==> src/hdl/atc_regs.vh <==
`ifndef ATC_REGS_VH
`define ATC_REGS_VH
// Arming event selections
`define ATC_SRC_MANUAL    3'h0
`define ATC_SRC_IMMED     3'h1
`define ATC_SRC_BUS       3'h2
`define ATC_SRC_EXT       3'h3
`define ATC_SRC_LINE      3'h4
`define ATC_SRC_HOLD      3'h5
// Arm layer states
`define ATC_ST_IDLE       2'h0
`define ATC_ST_WAIT       2'h1
`define ATC_ST_SCAN       2'h2
// Accepted trigger line selections after reset
`define ATC_IN_LINE_RST   3'h0
`define ATC_OUT_LINE_RST  3'h1
// Arm count limits and error code
`define ATC_CNT_INFINITE  14'h0000
`define ATC_CNT_MAX       14'h270F
`define ATC_CNT_ONE       14'h0001
`define ATC_ERR_RESTRICT  10'h1FE
`define ATC_ERR_NONE      10'h000
`endif

==> src/hdl/atc_arm_ctrl.v <==
`timescale 1ns/1ps
`include "atc_regs.vh"
// Summary of operation
// - Manual arming passes to scan layer only on a step key press.
// - Immediate arming enters the scan layer at once.
// - Bus arming enters scan layer on bus trigger from host.
// - External arming enters scan layer on an external trigger pulse.
// - Step key also arms under bus, external and line arming.
// - Line arming takes one selectable line of six as its source.
// - Input line equal to output line is rejected.
// - Hold never enters the scan layer until another selection replaces it.
// - Arm count 1 to 9999 sets passes through the arm layer.
// - Arm count zero means infinite arming.
// - Source bypass skips the arming wait on first pass, external or line.
// - Acceptor setting waits for the event on every pass.
// - One-closed-relay mode never lets two channels be closed.
// - Multi-channel close keeps only lowest channel in lowest slot.
// - Enabling one-closed-relay mode clears all stored patterns.
// - Enabling that mode is refused while two or more are closed.
// - Restricted channels can never be closed, from panel or bus.
// - Newly restricted channel in scan list or pattern: error 510, clear.
module atc_arm_ctrl #(
    parameter NCH   = 16,
    parameter NPAT  = 4,
    parameter NLINE = 6
) (
    // Clock and reset
    clk,
    rstn,
    // Arm configuration
    arm_src,
    arm_count,
    bypass_en,
    in_line_sel,
    out_line_sel,
    arm_start,
    scan_done,
    // Arming events from outside the clock domain
    step_key,
    bus_trig,
    ext_trig,
    line_trig,
    // Arm status
    scan_start,
    armed_busy,
    line_cfg_err,
    out_line_sel_act,
    in_line_sel_act,
    passes_done,
    // Channel restriction
    one_closed_relay_mode,
    close_req,
    close_strobe,
    open_strobe,
    restrict_list,
    restrict_load,
    scan_list_in,
    scan_list_load,
    pat_in,
    pat_idx,
    pat_store,
    closed_chans,
    scan_list,
    pat_flat,
    mode_refused,
    err_code,
    err_pulse
);
    // Clock and reset
    input  wire              clk;
    input  wire              rstn;
    // Arm configuration
    input  wire [2:0]        arm_src;
    input  wire [13:0]       arm_count;
    input  wire              bypass_en;
    input  wire [2:0]        in_line_sel;
    input  wire [2:0]        out_line_sel;
    input  wire              arm_start;
    input  wire              scan_done;
    // Arming events
    input  wire              step_key;
    input  wire              bus_trig;
    input  wire              ext_trig;
    input  wire [NLINE-1:0]  line_trig;
    // Arm status
    output wire              scan_start;
    output wire              armed_busy;
    output reg               line_cfg_err;
    output reg  [2:0]        out_line_sel_act;
    output reg  [2:0]        in_line_sel_act;
    output reg  [13:0]       passes_done;
    // Channel restriction
    input  wire              one_closed_relay_mode;
    input  wire [NCH-1:0]    close_req;
    input  wire              close_strobe;
    input  wire              open_strobe;
    input  wire [NCH-1:0]    restrict_list;
    input  wire              restrict_load;
    input  wire [NCH-1:0]    scan_list_in;
    input  wire              scan_list_load;
    input  wire [NCH-1:0]    pat_in;
    input  wire [1:0]        pat_idx;
    input  wire              pat_store;
    output reg  [NCH-1:0]    closed_chans;
    output reg  [NCH-1:0]    scan_list;
    output wire [NCH*NPAT-1:0] pat_flat;
    output reg               mode_refused;
    output reg  [9:0]        err_code;
    output reg               err_pulse;

    ////////////////////////////////////////////////////////////////////////////
    // Two-stage synchronisers; edges detected only on the second stage
    reg [NLINE+2:0] sync1_reg;
    reg [NLINE+2:0] sync2_reg;
    reg [NLINE+2:0] sync3_reg;
    wire [NLINE+2:0] rise = sync2_reg & ~sync3_reg;

    always @(posedge clk) begin
        if (!rstn) begin
            sync1_reg <= {(NLINE+3){1'b0}};
            sync2_reg <= {(NLINE+3){1'b0}};
            sync3_reg <= {(NLINE+3){1'b0}};
        end else begin
            sync1_reg <= {line_trig, ext_trig, bus_trig, step_key};
            sync2_reg <= sync1_reg;
            sync3_reg <= sync2_reg;
        end
    end

    wire step_ev = rise[0];
    wire bus_ev  = rise[1];
    wire ext_ev  = rise[2];
    wire [NLINE-1:0] line_ev = rise[NLINE+2:3];

    ////////////////////////////////////////////////////////////////////////////
    // Trigger line selection; equal in/out lines or out-of-range are refused
    always @(posedge clk) begin
        if (!rstn) begin
            in_line_sel_act  <= `ATC_IN_LINE_RST;
            out_line_sel_act <= `ATC_OUT_LINE_RST;
            line_cfg_err     <= 1'b0;
        end else if (in_line_sel == out_line_sel ||
                     in_line_sel >= NLINE || out_line_sel >= NLINE) begin
            line_cfg_err     <= 1'b1;
        end else begin
            in_line_sel_act  <= in_line_sel;
            out_line_sel_act <= out_line_sel;
            line_cfg_err     <= 1'b0;
        end
    end

    ////////////////////////////////////////////////////////////////////////////
    // Arming event decode for the selected source
    reg arm_ev;
    always @* begin
        case (arm_src)
            `ATC_SRC_MANUAL: arm_ev = step_ev;
            `ATC_SRC_IMMED:  arm_ev = 1'b1;
            `ATC_SRC_BUS:    arm_ev = bus_ev | step_ev;
            `ATC_SRC_EXT:    arm_ev = ext_ev | step_ev;
            `ATC_SRC_LINE:   arm_ev = line_ev[in_line_sel_act] | step_ev;
            default:         arm_ev = 1'b0;
        endcase
    end

    // Bypass only honoured for external and line sources with source setting
    wire bypass_ok = bypass_en &&
                     (arm_src == `ATC_SRC_EXT || arm_src == `ATC_SRC_LINE);

    ////////////////////////////////////////////////////////////////////////////
    // Arm layer state machine
    reg [1:0] state_reg;
    reg       first_reg;
    reg [13:0] count_lat_reg;
    wire go = (state_reg == `ATC_ST_WAIT) &&
              ((first_reg && bypass_ok) || arm_ev);
    assign scan_start = go;
    assign armed_busy = (state_reg != `ATC_ST_IDLE);
    wire last_pass = (count_lat_reg != `ATC_CNT_INFINITE) &&
                     (passes_done + `ATC_CNT_ONE >= count_lat_reg);

    always @(posedge clk) begin
        if (!rstn) begin
            state_reg     <= `ATC_ST_IDLE;
            first_reg     <= 1'b0;
            passes_done   <= 14'h0000;
            count_lat_reg <= `ATC_CNT_ONE;
        end else begin
            case (state_reg)
                `ATC_ST_IDLE: begin
                    if (arm_start) begin
                        state_reg     <= `ATC_ST_WAIT;
                        first_reg     <= 1'b1;
                        passes_done   <= 14'h0000;
                        // Counts above the maximum are clipped
                        count_lat_reg <= (arm_count > `ATC_CNT_MAX) ?
                                         `ATC_CNT_MAX : arm_count;
                    end
                end
                `ATC_ST_WAIT: begin
                    if (go) begin
                        state_reg <= `ATC_ST_SCAN;
                        first_reg <= 1'b0;
                    end
                end
                `ATC_ST_SCAN: begin
                    if (scan_done) begin
                        // Saturate so infinite runs do not wrap
                        if (passes_done != `ATC_CNT_MAX)
                            passes_done <= passes_done + `ATC_CNT_ONE;
                        if (last_pass)
                            state_reg <= `ATC_ST_IDLE;
                        else
                            state_reg <= `ATC_ST_WAIT;
                    end
                end
                default: state_reg <= `ATC_ST_IDLE;
            endcase
        end
    end

    ////////////////////////////////////////////////////////////////////////////
    // Lowest set bit; channels ordered slot-major so bit 0 is lowest slot
    function [NCH-1:0] lowest_bit;
        input [NCH-1:0] v;
        integer i;
        reg found;
        begin
            lowest_bit = {NCH{1'b0}};
            found = 1'b0;
            for (i = 0; i < NCH; i = i + 1) begin
                if (v[i] && !found) begin
                    lowest_bit[i] = 1'b1;
                    found = 1'b1;
                end
            end
        end
    endfunction

    // More than one bit set
    function multi_bit;
        input [NCH-1:0] v;
        begin
            multi_bit = |(v & (v - {{(NCH-1){1'b0}}, 1'b1}));
        end
    endfunction

    ////////////////////////////////////////////////////////////////////////////
    // Channel restriction state
    reg  [NCH-1:0] restrict_reg;
    reg            mode_reg;
    reg  [NCH-1:0] pat_reg [0:NPAT-1];
    wire           mode_en_req = one_closed_relay_mode && !mode_reg;
    wire           mode_ok     = !multi_bit(closed_chans);
    wire [NCH-1:0] allowed     = close_req & ~restrict_reg;
    wire [NCH-1:0] new_restr   = restrict_list & ~restrict_reg;
    reg            scan_hit;
    integer k;

    always @* begin
        scan_hit = restrict_load && |(new_restr & scan_list);
        for (k = 0; k < NPAT; k = k + 1)
            scan_hit = scan_hit | (restrict_load && |(new_restr & pat_reg[k]));
    end

    always @(posedge clk) begin
        if (!rstn) begin
            restrict_reg <= {NCH{1'b0}};
            mode_reg     <= 1'b0;
            mode_refused <= 1'b0;
            closed_chans <= {NCH{1'b0}};
            scan_list    <= {NCH{1'b0}};
            err_code     <= `ATC_ERR_NONE;
            err_pulse    <= 1'b0;
        end else begin
            err_pulse <= scan_hit;
            if (scan_hit)
                err_code <= `ATC_ERR_RESTRICT;
            if (restrict_load)
                restrict_reg <= restrict_list;
            // Mode follows the port, but enabling waits until at most one closed
            if (!one_closed_relay_mode) begin
                mode_reg     <= 1'b0;
                mode_refused <= 1'b0;
            end else if (mode_en_req) begin
                mode_reg     <= mode_ok;
                mode_refused <= !mode_ok;
            end
            if (scan_list_load)
                scan_list <= scan_list_in & ~restrict_reg;
            else if (restrict_load && |(new_restr & scan_list))
                scan_list <= {NCH{1'b0}};
            // Close and open; in the mode the closed set is replaced
            if (open_strobe)
                closed_chans <= closed_chans & ~close_req;
            else if (close_strobe && mode_reg)
                closed_chans <= lowest_bit(allowed);
            else if (close_strobe)
                closed_chans <= closed_chans | allowed;
        end
    end

    ////////////////////////////////////////////////////////////////////////////
    // Pattern memory, one slot per generate instance
    genvar g;
    generate
        for (g = 0; g < NPAT; g = g + 1) begin : pat_slot
            always @(posedge clk) begin
                if (!rstn)
                    pat_reg[g] <= {NCH{1'b0}};
                else if (mode_en_req && mode_ok)
                    pat_reg[g] <= {NCH{1'b0}};
                else if (restrict_load && |(new_restr & pat_reg[g]))
                    pat_reg[g] <= {NCH{1'b0}};
                else if (pat_store && pat_idx == g)
                    pat_reg[g] <= mode_reg ? lowest_bit(pat_in & ~restrict_reg)
                                           : (pat_in & ~restrict_reg);
            end
            assign pat_flat[g*NCH +: NCH] = pat_reg[g];
        end
    endgenerate

endmodule

==> config.mk <==
export PLATFORM = sky130hd
export DESIGN_NAME = atc_arm_ctrl
export DESIGN_NICKNAME = d
export VERILOG_FILES = /design/src/hdl/atc_arm_ctrl.v
export VERILOG_INCLUDE_DIRS = /design/src /design/src/hdl
export SDC_FILE = /design/constraint.sdc
export NUM_CORES = 1
export LEC_CHECK = 0
export ABC_AREA = 0
export BUFFER_PORTS_ARGS = -buffer_cell sky130_fd_sc_hd__buf_4
export CAP_MARGIN = 20
export CORE_ASPECT_RATIO = 0.7
export CORE_MARGIN = 3
export CORE_UTILIZATION = 57
export DETAILED_ROUTE_END_ITERATION = 12
export PLACE_DENSITY = 0.85
export SKIP_CTS_REPAIR_TIMING = 1
export SLEW_MARGIN = 0
export SYNTH_ARGS = -nofsm -noshare
export SYNTH_HDL_FRONTEND = slang
export SYNTH_SLANG_ARGS = --single-unit
==> constraint.sdc <==
create_clock -name clk -period 5.05 [get_ports clk]
set_input_delay 1.515 -clock clk [delete_from_list [all_inputs] [get_ports clk]]
set_output_delay 1.515 -clock clk [all_outputs]
set_load 0.02 [all_outputs]
# [Word level (Yosys, flattened, before mapping)]
# Memory sizes are Yosys's and may differ from the RTL's.
# Index checks and enable logic that the tools add are counted.
[classes] n_addsub=2 magnitude_cmp=5 eq_ne=15 muxes=750 bitwise_logic=35 n_reduce_logical=192
[op_table] cell="$mux W1" n=717
[op_table] cell="$mux W16" n=21
[op_table] cell="$and A16 B16 Y16" n=11
[op_table] cell="$reduce_or A16 Y1" n=6
[op_table] cell="$logic_and A1 B1 Y1" n=91
[op_table] cell="$logic_not A1 Y1" n=77
[op_table] cell="$mux W14" n=4
[op_table] cell="$not A16 Y16" n=2
[op_table] cell="$pmux W14 S2" n=1
[op_table] cell="$or A1 B1 Y1" n=19
[op_table] cell="$or A16 B16 Y16" n=1
[op_table] cell="$sub A16 B1 Y16 const B" n=1
[op_table] cell="$add A14 B1 Y14 const B" n=1
[op_table] cell="$ge A14 B14 Y1" n=1
[op_table] cell="$gt A14 B14 Y1 const B" n=1
[op_table] cell="$ne A14 B14 Y1 const B" n=1
[op_table] cell="$reduce_bool A14 Y1" n=1
[op_table] cell="$and A9 B9 Y9" n=1
[op_table] cell="$not A9 Y9" n=1
[op_table] cell="$ne A2 B2 Y1 const B" n=4
[op_table] cell="$reduce_bool A2 Y1" n=4
[op_table] cell="$eq A2 B2 Y1 const B" n=3
[op_table] cell="$eq A3 B2 Y1 const B" n=2
[op_table] cell="$ge A3 B3 Y1 const B" n=2
[op_table] cell="other kinds (17)" n=26
[totals] register_bits=117 ramBits=64 output_inout_bits=131 elab_cells=1017 memories=1
[mem_list] memory="pat_reg" words=4 word_bits=16 read_ports=4 rd_ports_with_merged_regs=0 wr=4 line_no="atc_arm_ctrl.v:252" source="reg [NCH-1:0] pat_reg [0:NPAT-1];"

# [Logic depth before layout (Yosys ltp)]
# Gate-level depths: netlist of the first run.
[depth] ltp_word=115 depth_mapped=11 depth_no_buf=11

# [Least setup slack after synthesis of the first run]
# No wires, ideal clock.
[synth_timing] kind="input port to output port" from="input port arm_src[1]" to="output port scan_start" arrival_ns=2.734 required_ns=3.535 slack_ns=0.801 cell_stages=4 path_cell_list="o21ai_0 a21o_1 a21oi_1 nor4b_1"
[synth_between] elab_chain_cells=6 word_cells_on_any_way=11
[synth_rtl] element="start, declared" line_no="atc_arm_ctrl.v:73" source="input wire [2:0] arm_src;"
[synth_rtl] element="parallel branches: the longest is 4 deep, another holds $pmux W1 S5"
[synth_rtl] element="$logic_or A1 B1 Y1 *" line_no="atc_arm_ctrl.v:176" source="((first_reg && bypass_ok) || arm_ev);"
[synth_rtl] element="$logic_and A1 B1 Y1 *" line_no="atc_arm_ctrl.v:175" source="wire go = (state_reg == `ATC_ST_WAIT) &&"
[synth_rtl] element="end, declared" line_no="atc_arm_ctrl.v:86" source="output wire scan_start;"
# Every way passes the cells marked *.

# [Worst setup path in the final report of the first run]
# Ends and elaborated chain as after synthesis.

==> results of run 1 <==
cell families after synthesis:
logic type	after synthesis	share of synthesized area, %
simple gates	473	28.91
fa+ha+maj	17	2.307
mux	25	2.918
other cells	1	0.04164
compound gates	176	13.66
xor+xnor	13	1.264
buf+inv	73	3.543
flops	181	47.35
power by group:
group / total (uW) / internal, uW / switching [uW]
combinational: 827 / 342 / 485
clock: 1340 / 708 / 629
sequential: 1770 / 1650 / 124
placed cells by master (no fill, tap or decap), types with 4 or more instances in the layout:
cell type,instances
dfxtp_1,117
a22oi_1,23
nor3_1,23
nor2b_1,95
a2111oi_0,5
nor3b_1,5
clkbuf_16,18
mux2i_1,24
a22o_1,4
a21boi_0,14
and3b_1,16
o221a_2,6
nand2b_1,10
buf_4,245
nor2_1,102
nand4_1,13
nand3_1,30
o31ai_1,7
and3b_2,4
a32oi_1,5
nand3b_1,24
a21oi_1,43
edfxtp_1,64
a31oi_1,6
nand2_1,78
and2_1,33
inv_6,6
xnor2_1,9
ha_1,15
xor2_1,4
nor4_1,9
o21a_1,9
inv_1,25
o21ai_0,23
nand4b_1,4
layout make-up:
cell class,count,area (sq um)
Multi-Input combinational cell,706,4425
Sequential cell,181,4264
Fill cell,1121,3631
Timing Repair Buffer,245,1839
Clock buffer,18,450.4
Tap cell,195,244.0
Clock inverter,14,143.9
Inverter,25,93.84
final timing paths:
| check | depth (start not counted) | to |
|---|---|---|
| max | 6 | scan_start |
| min | 1 | sync2_reg[3] |
| max reg2reg | 6 | pat_reg[1][9] |
| min reg2reg | 1 | sync2_reg[3] |
routing by layer:
layer	vias to the layer above	wire, um	GRT usage [%]
met4	0	765	10.44
met2	590	11910	45.65
li1	3866	-	-
met3	67	4428	12.06
met1	3993	12310	49.11
met5	-	0	0
worst reg2reg max path: cells and delay by family, from the launching register on:
family	cells	cell delay, ns
DFF	1	0.37
and+or+nand+nor	3	1.37
AOI/OAI and AO/OA	3	1.14
stage by stage:
stage          setup WS [ns]  hold slack, ns
5_1_grt               0.5994          0.4573
4_1_cts               0.7771          0.4347
6_report              0.7962          0.4335
3_3_place_gp          0.8781          0.4141
2_1_floorplan         0.8011          0.4119
3_5_place_dp          0.7782          0.4169
==> results.tsv, run 1 <==
metric	value	unit
outcome	complete, no violations	
grt_pass1_vias	7984	
design_area	11460	sq um
synthCells	959	
routed_wl	29410	um
core-area	15090	sq um
initial_core_util	59.67	%
drt-initial-drc-count	1037	
avgSynthCellArea	9.390	sq um
rsz0062_at_grt	false	
synthTopCellsByCount	dfxtp_1, nor2_1, nor2b_1	
fmax	0.2351	GHz
drive_above_1_share	25.40	%
seq_area_frac_synth	47.35	%
cts-root-buf	clkbuf_16	
die_w	156.2	um
numCtsBuffers	17	
cp-start-kind	primary input	
fin_crit	4.254	ns
netlist_area	9005	sq um
cts.path.max_buffers	2	
hold_viol	0	
skew	0.01607	ns
vias_per_cell	6.153	
grt_usage	33.40	%
path_buf_inv	2	
fp.dieH	111.2	um
fin_crit_sh	84.23	%
max-cap-violations	0	
place.gp.congestion	1.044	
p_total	3939	uW
vias	8516	
slew_violations	0	
area_growth	27.28	%
worst-setup-path-type	in2out	
cp_slowest_cell	nor4b_1	
worst_pin_slew	0.8304	ns
p_leak	0.004854	uW
slowest_delay	0.46	ns
first_pass_iters	6	
final_util	75.94	%
synth-async-reset-ratio	0	%
yosys_most_used_dff	dfxtp_1	
antennaDiodeCount	0	
io_pins	240	
ys_ff_latch	181	
yosysWarnings	0	
grt_pass1_wl	44910	um
ant_nets	0	
setup.worst_path.start	arm_src[1]	
synth_edf_count	64	
num_rows	37	
yosysTopAreaCell	dfxtp_1	
largest_reg_flops	64	
die_area	17370	sq um
dp_hpwl	22630	um
setup_violations	0	
htreeDepth	4	
drc_errors	0	
placed_cell_area	10870	sq um
synth_area_leaders	dfxtp_1, edfxtp_1, nor2b_1, nor2_1, nand2_1	
synth_cell_type_count	73	
cp.arrival	2.74	ns
r2r_start	closed_chans[2]	
final.setup.tns	0	ns
gr-total-overflow	0	
path_max_fanout	5	
grt_max_degree	61	
yosysTopAreaCellShare	26.01	%
cts_tree	done	
clkSlewWorstSetupHoldPaths	0.07	ns
path_cells	buf_4, o21ai_0, a21o_1, a21oi_1, nor4b_1, buf_4	
synth.most_common_cell	dfxtp_1	
crit_family	simple AND/OR/NAND/NOR gates	
crit_top_cell	buf_4	
critPathRequiredTime	3.54	ns
vdd_drop_max	0.0002087	V
layout.nets	1300	
power_density	343.7	nW/um^2
dp_cells	1352	
worstSkewPairLatency	0.44	ns
relSlewSlack	44.64	%
r2r_slack	1.81	ns
hp-start	sync1_reg[3]	
port_buffers	237	
antenna_found_initial	0	
hp-class	reg2reg	
cts.sinks	181	
final_cells	1384	
end_kind	primary output	
routedWlPerCell	21.25	um
No activity file was read; power rests on OpenSTA's default activity.
==> run 2: changes to the inputs <==
- CORE_UTILIZATION: 57 -> 53
- PLACE_DENSITY: 0.85 -> 0.8
- clock period: 5.05 -> 4.3 ns (I/O delays scaled with it)
==> run 2 against run 1 <==
  * Critical path type unchanged
  * Worst hold slack worse by 0.00099 ns
  * Cell area up 0.63%
  * Sequential share of layout area down 0.23 points
  * Largest cell class unchanged
==> results.tsv, run 2 (synthesis gave the netlist of run 1 again) <==
metric	value	unit
outcome	complete, no violations	
design_area	11530	sq um
io_pins	240	
setup_violations	0	
multi_input_area	4425	sq um
grt_max_degree	139	
cts_tree	done	
final_cell_mix	buf_4, dfxtp_1, nor2_1	
fp.dieH	115.1	um
ant_nets	0	
cts.path.max_buffers	2	
grt_pass1_vias	7661	
area_growth	28.08	%
relSlewSlack	46.49	%
antennaDiodeCount	0	
worst_pin_slew	0.7990	ns
routed_wl	29930	um
cp-start-kind	primary input	
vdd_drop_max	0.0002466	V
layout.nets	1305	
routedWlPerCell	21.09	um
fin_crit	3.822	ns
hold_slack	0.4325	ns
skew	0.01205	ns
seqCellArea	4264	sq um
drive_above_1_share	25.63	%
fin_crit_sh	88.88	%
final_cells	1419	
placed_cell_area	10950	sq um
cp.arrival	2.53	ns
core-area	16490	sq um
gr-total-overflow	0	
htreeDepth	4	
path_max_fanout	5	
final_util	69.93	%
antenna_found_initial	0	
dp_hpwl	22930	um
die_w	161.8	um
p_leak	0.004873	uW
fmax	0.2617	GHz
dp_cells	1387	
mostFrequentLayoutCell	buf_4	
rsz0062_at_grt	false	
power_density	400.0	nW/um^2
worst-setup-path-type	in2out	
drc_errors	0	
cts-root-buf	clkbuf_16	
vias	8392	
initial_core_util	54.60	%
vias_per_cell	5.914	
critPathRequiredTime	3.01	ns
max-cap-violations	0	
cts.sinks	181	
port_buffers	237	
num_rows	39	
die_area	18620	sq um
place.gp.congestion	1.048	
first_pass_iters	5	
final.setup.tns	0	ns
clkSlewWorstSetupHoldPaths	0.07	ns
largest_reg_flops	64	
grt_pass1_wl	44540	um
numCtsBuffers	17	
hold_viol	0	
grt_usage	31.69	%
fillers	1354	
worstSkewPairLatency	0.44	ns
drt-initial-drc-count	1081	
end_kind	primary output	
hp-class	reg2reg	
slew_violations	0	
-- run 2: cell count changes in the layout (fill, tap and decap cells not counted) --
cell / previous run / this run
inv_6: 6 / 7
clkinv_8: 1 / 0
buf_12: 0 / 1
clkbuf_1: 0 / 1
inv_8: 3 / 2
buf_4: 245 / 249
-- run 2: cell type report --
cell class	count	area share [%]
Clock buffer	19	3.938
Clock inverter	13	1.085
Inverter	25	0.8136
Multi-Input combinational cell	706	38.37
Sequential cell	181	36.97
Tap cell	225	2.441
Timing Repair Buffer	250	16.38
-- run 2: power by group --
| group | switching [uW] | internal, uW | leakage (uW) |
|---|---|---|---|
| registers | 145 | 1940 | 0.00168 |
| clock network | 726 | 825 | 0.000284 |
| logic | 571 | 408 | 0.00291 |
-- run 2: worst max-delay path, cell delays in order --
cell     delay (ns)
buf_4          0.13
o21ai_0        0.19
a21o_1         0.16
a21oi_1        0.08
nor4b_1        0.45
buf_4          0.23
-- run 2: final timing paths --
path | from | to | slack [ns] | cells past startpoint
worst min register to register | sync1_reg[1] | sync2_reg[1] | 0.43 | 1
worst max register to register | restrict_reg[15] | pat_reg[0][2] | 1.02 | 5
worst max-delay path | arm_src[1] | scan_start | 0.48 | 6
worst min-delay path | sync1_reg[1] | sync2_reg[1] | 0.43 | 1
-- run 2: through the flow --
step / worst slack [ns] / total power, uW
floorplan: 0.5011 / 2605
global placement: 0.3111 / 3065
detailed placement: 0.2049 / 3074
CTS: 0.4965 / 4611
global route: 0.4109 / 4782
finish: 0.4782 / 4613
-- run 2: metal layers --
metal | vias to the layer above | wire length, um | share of wire (%) | global-route usage, %
met4 | 0 | 444 | 1.5 | 7.727
met2 | 516 | 12340 | 41 | 43.69
met1 | 3957 | 12980 | 43 | 46.55
met3 | 39 | 4168 | 14 | 12.50
met5 | - | 0 | 0 | 0
li1 | 3880 | - | - | -
==> run 3: changes to the inputs <==
- CAP_MARGIN: 20 -> 10
- PLACE_DENSITY: 0.8 -> 0.88
==> run 3 against run 2 <==
  * Combinational power about the same
  * Total power fell by 0.21%
  * Final cell count is 0.14% lower
  * Critical endpoint unchanged
  * Highest routed layer unchanged
==> results.tsv, run 3 (synthesis gave the netlist of run 1 again) <==
metric	value	unit
placed_cell_area	10930	sq um
grt_max_degree	54	
layout.nets	1303	
pwr-share-seq	45.2	%
setup_ws	0.4512	ns
hold_viol	0	
skew	0.01804	ns
power_density	400.2	nW/um^2
crit_family	simple AND/OR/NAND/NOR gates	
first_pass_iters	6	
switching_share	32.17	%
fin_crit	3.849	ns
setup.worst_path.start	arm_src[1]	
fmax	0.2598	GHz
antenna_found_initial	0	
routedWlPerCell	21.07	um
largest_reg_flops	64	
port_buffers	237	
num_rows	39	
worst-path-stages	5	
antennaDiodeCount	0	
rr_worst_depth	6	
fillers	1309	
comb_power_share	21.3	%
worst-setup-path-type	in2out	
hp-class	reg2reg	
grt_pass1_vias	7767	
worstSkewPairLatency	0.44	ns
fin_crit_sh	89.51	%
final_cell_mix	buf_4, dfxtp_1, nor2_1	
hp-start	sync1_reg[7]	
p_leak	0.004861	uW
cp.arrival	2.56	ns
r2r_start	closed_chans[2]	
grt_usage	31.51	%
end_kind	primary output	
intPower	3123	uW
initial_core_util	54.60	%
io_pins	240	
final.setup.tns	0	ns
die_w	161.8	um
cts-root-buf	clkbuf_16	
mostFrequentLayoutCell	buf_4	
max-cap-violations	0	
worst_pin_slew	0.8251	ns
hold_slack	0.4340	ns
drive_above_1_share	25.50	%
crit_top_cell	buf_4	
grt_pass1_wl	45150	um
cts.path.max_buffers	2	
p_sw	1481	uW
vdd_drop_max	0.0002511	V
dp_hpwl	22920	um
path_cells	buf_4, nor3b_1, nor2_1, nor4b_1, buf_4	
relSlewSlack	44.99	%
r2r-end	pat_reg[0][8]	
drt-initial-drc-count	1015	
design_area	11500	sq um
clkSlewWorstSetupHoldPaths	0.07	ns
gr-total-overflow	0	
core-area	16490	sq um
area_growth	27.75	%
final_util	69.75	%
outcome	complete, no violations	
ant_nets	0	
routed_wl	29860	um
fp.dieH	115.1	um
setup_violations	0	
p_clk_share	33.5	%
cp_slowest_cell	nor4b_1	
r2r_slack	1.08	ns
htreeDepth	4	
slowest_delay	0.48	ns
numCtsBuffers	17	
critPathRequiredTime	3.01	ns
cp-start-kind	primary input	
endpoint	scan_start	
die_area	18620	sq um
path_buf_inv	2	
rsz0062_at_grt	false	
path_max_fanout	5	
cts_tree	done	
place_ws	0.4548	ns
drc_errors	0	
vias_per_cell	5.989	
cts.sinks	181	
vias	8487	
place.gp.congestion	1.001	
slew_violations	0	
run 3: worst min-delay path by stage:
stage | end | slack [ns] | cells past startpoint
final | sync2_reg[7] | 0.43 | 1
after global routing | sync2_reg[3] | 0.45 | 1
after CTS | sync2_reg[2] | 0.43 | 1
after detailed placement | sync2_reg[5] | 0.42 | 1
after global placement | sync2_reg[1] | 0.42 | 1
after floorplan | sync2_reg[0] | 0.41 | 1
run 3: cell type report:
cell class	instances	area, sq um	share of cell area, %
clock buffers	18	429.2	3.731
clock inverters	14	147.6	1.283
flip-flops and latches	181	4264	37.07
well taps	225	281.5	2.447
multi-input cells	706	4425	38.47
inverters	25	93.84	0.8158
repair buffers	248	1862	16.18
run 3: per-stage QoR:
stage | total power (uW) | instances
6_report | 4603 | 1417
5_1_grt | 4757 | 1417
4_1_cts | 4587 | 1417
3_5_place_dp | 3069 | 1385
3_3_place_gp | 3053 | 1385
2_1_floorplan | 2605 | 960
run 3: per-layer routing:
layer / part of all wire [%] / global-route usage (%) / vias up
li1: - / - / 3880
met1: 43 / 46.13 / 4025
met2: 42 / 45.71 / 544
met3: 13 / 10.15 / 38
met4: 1.4 / 7.102 / 0
met5: 0 / 0 / -
run 3: power by group through the flow:
stage / Sequential, uW / Combinational, uW / Clock [uW]
floorplan: 2200 / 409 / 0
global route: 2100 / 1040 / 1620
finish: 2080 / 979 / 1540
detailed placement: 2110 / 958 / 0
global placement: 2110 / 944 / 0
CTS: 2070 / 962 / 1550
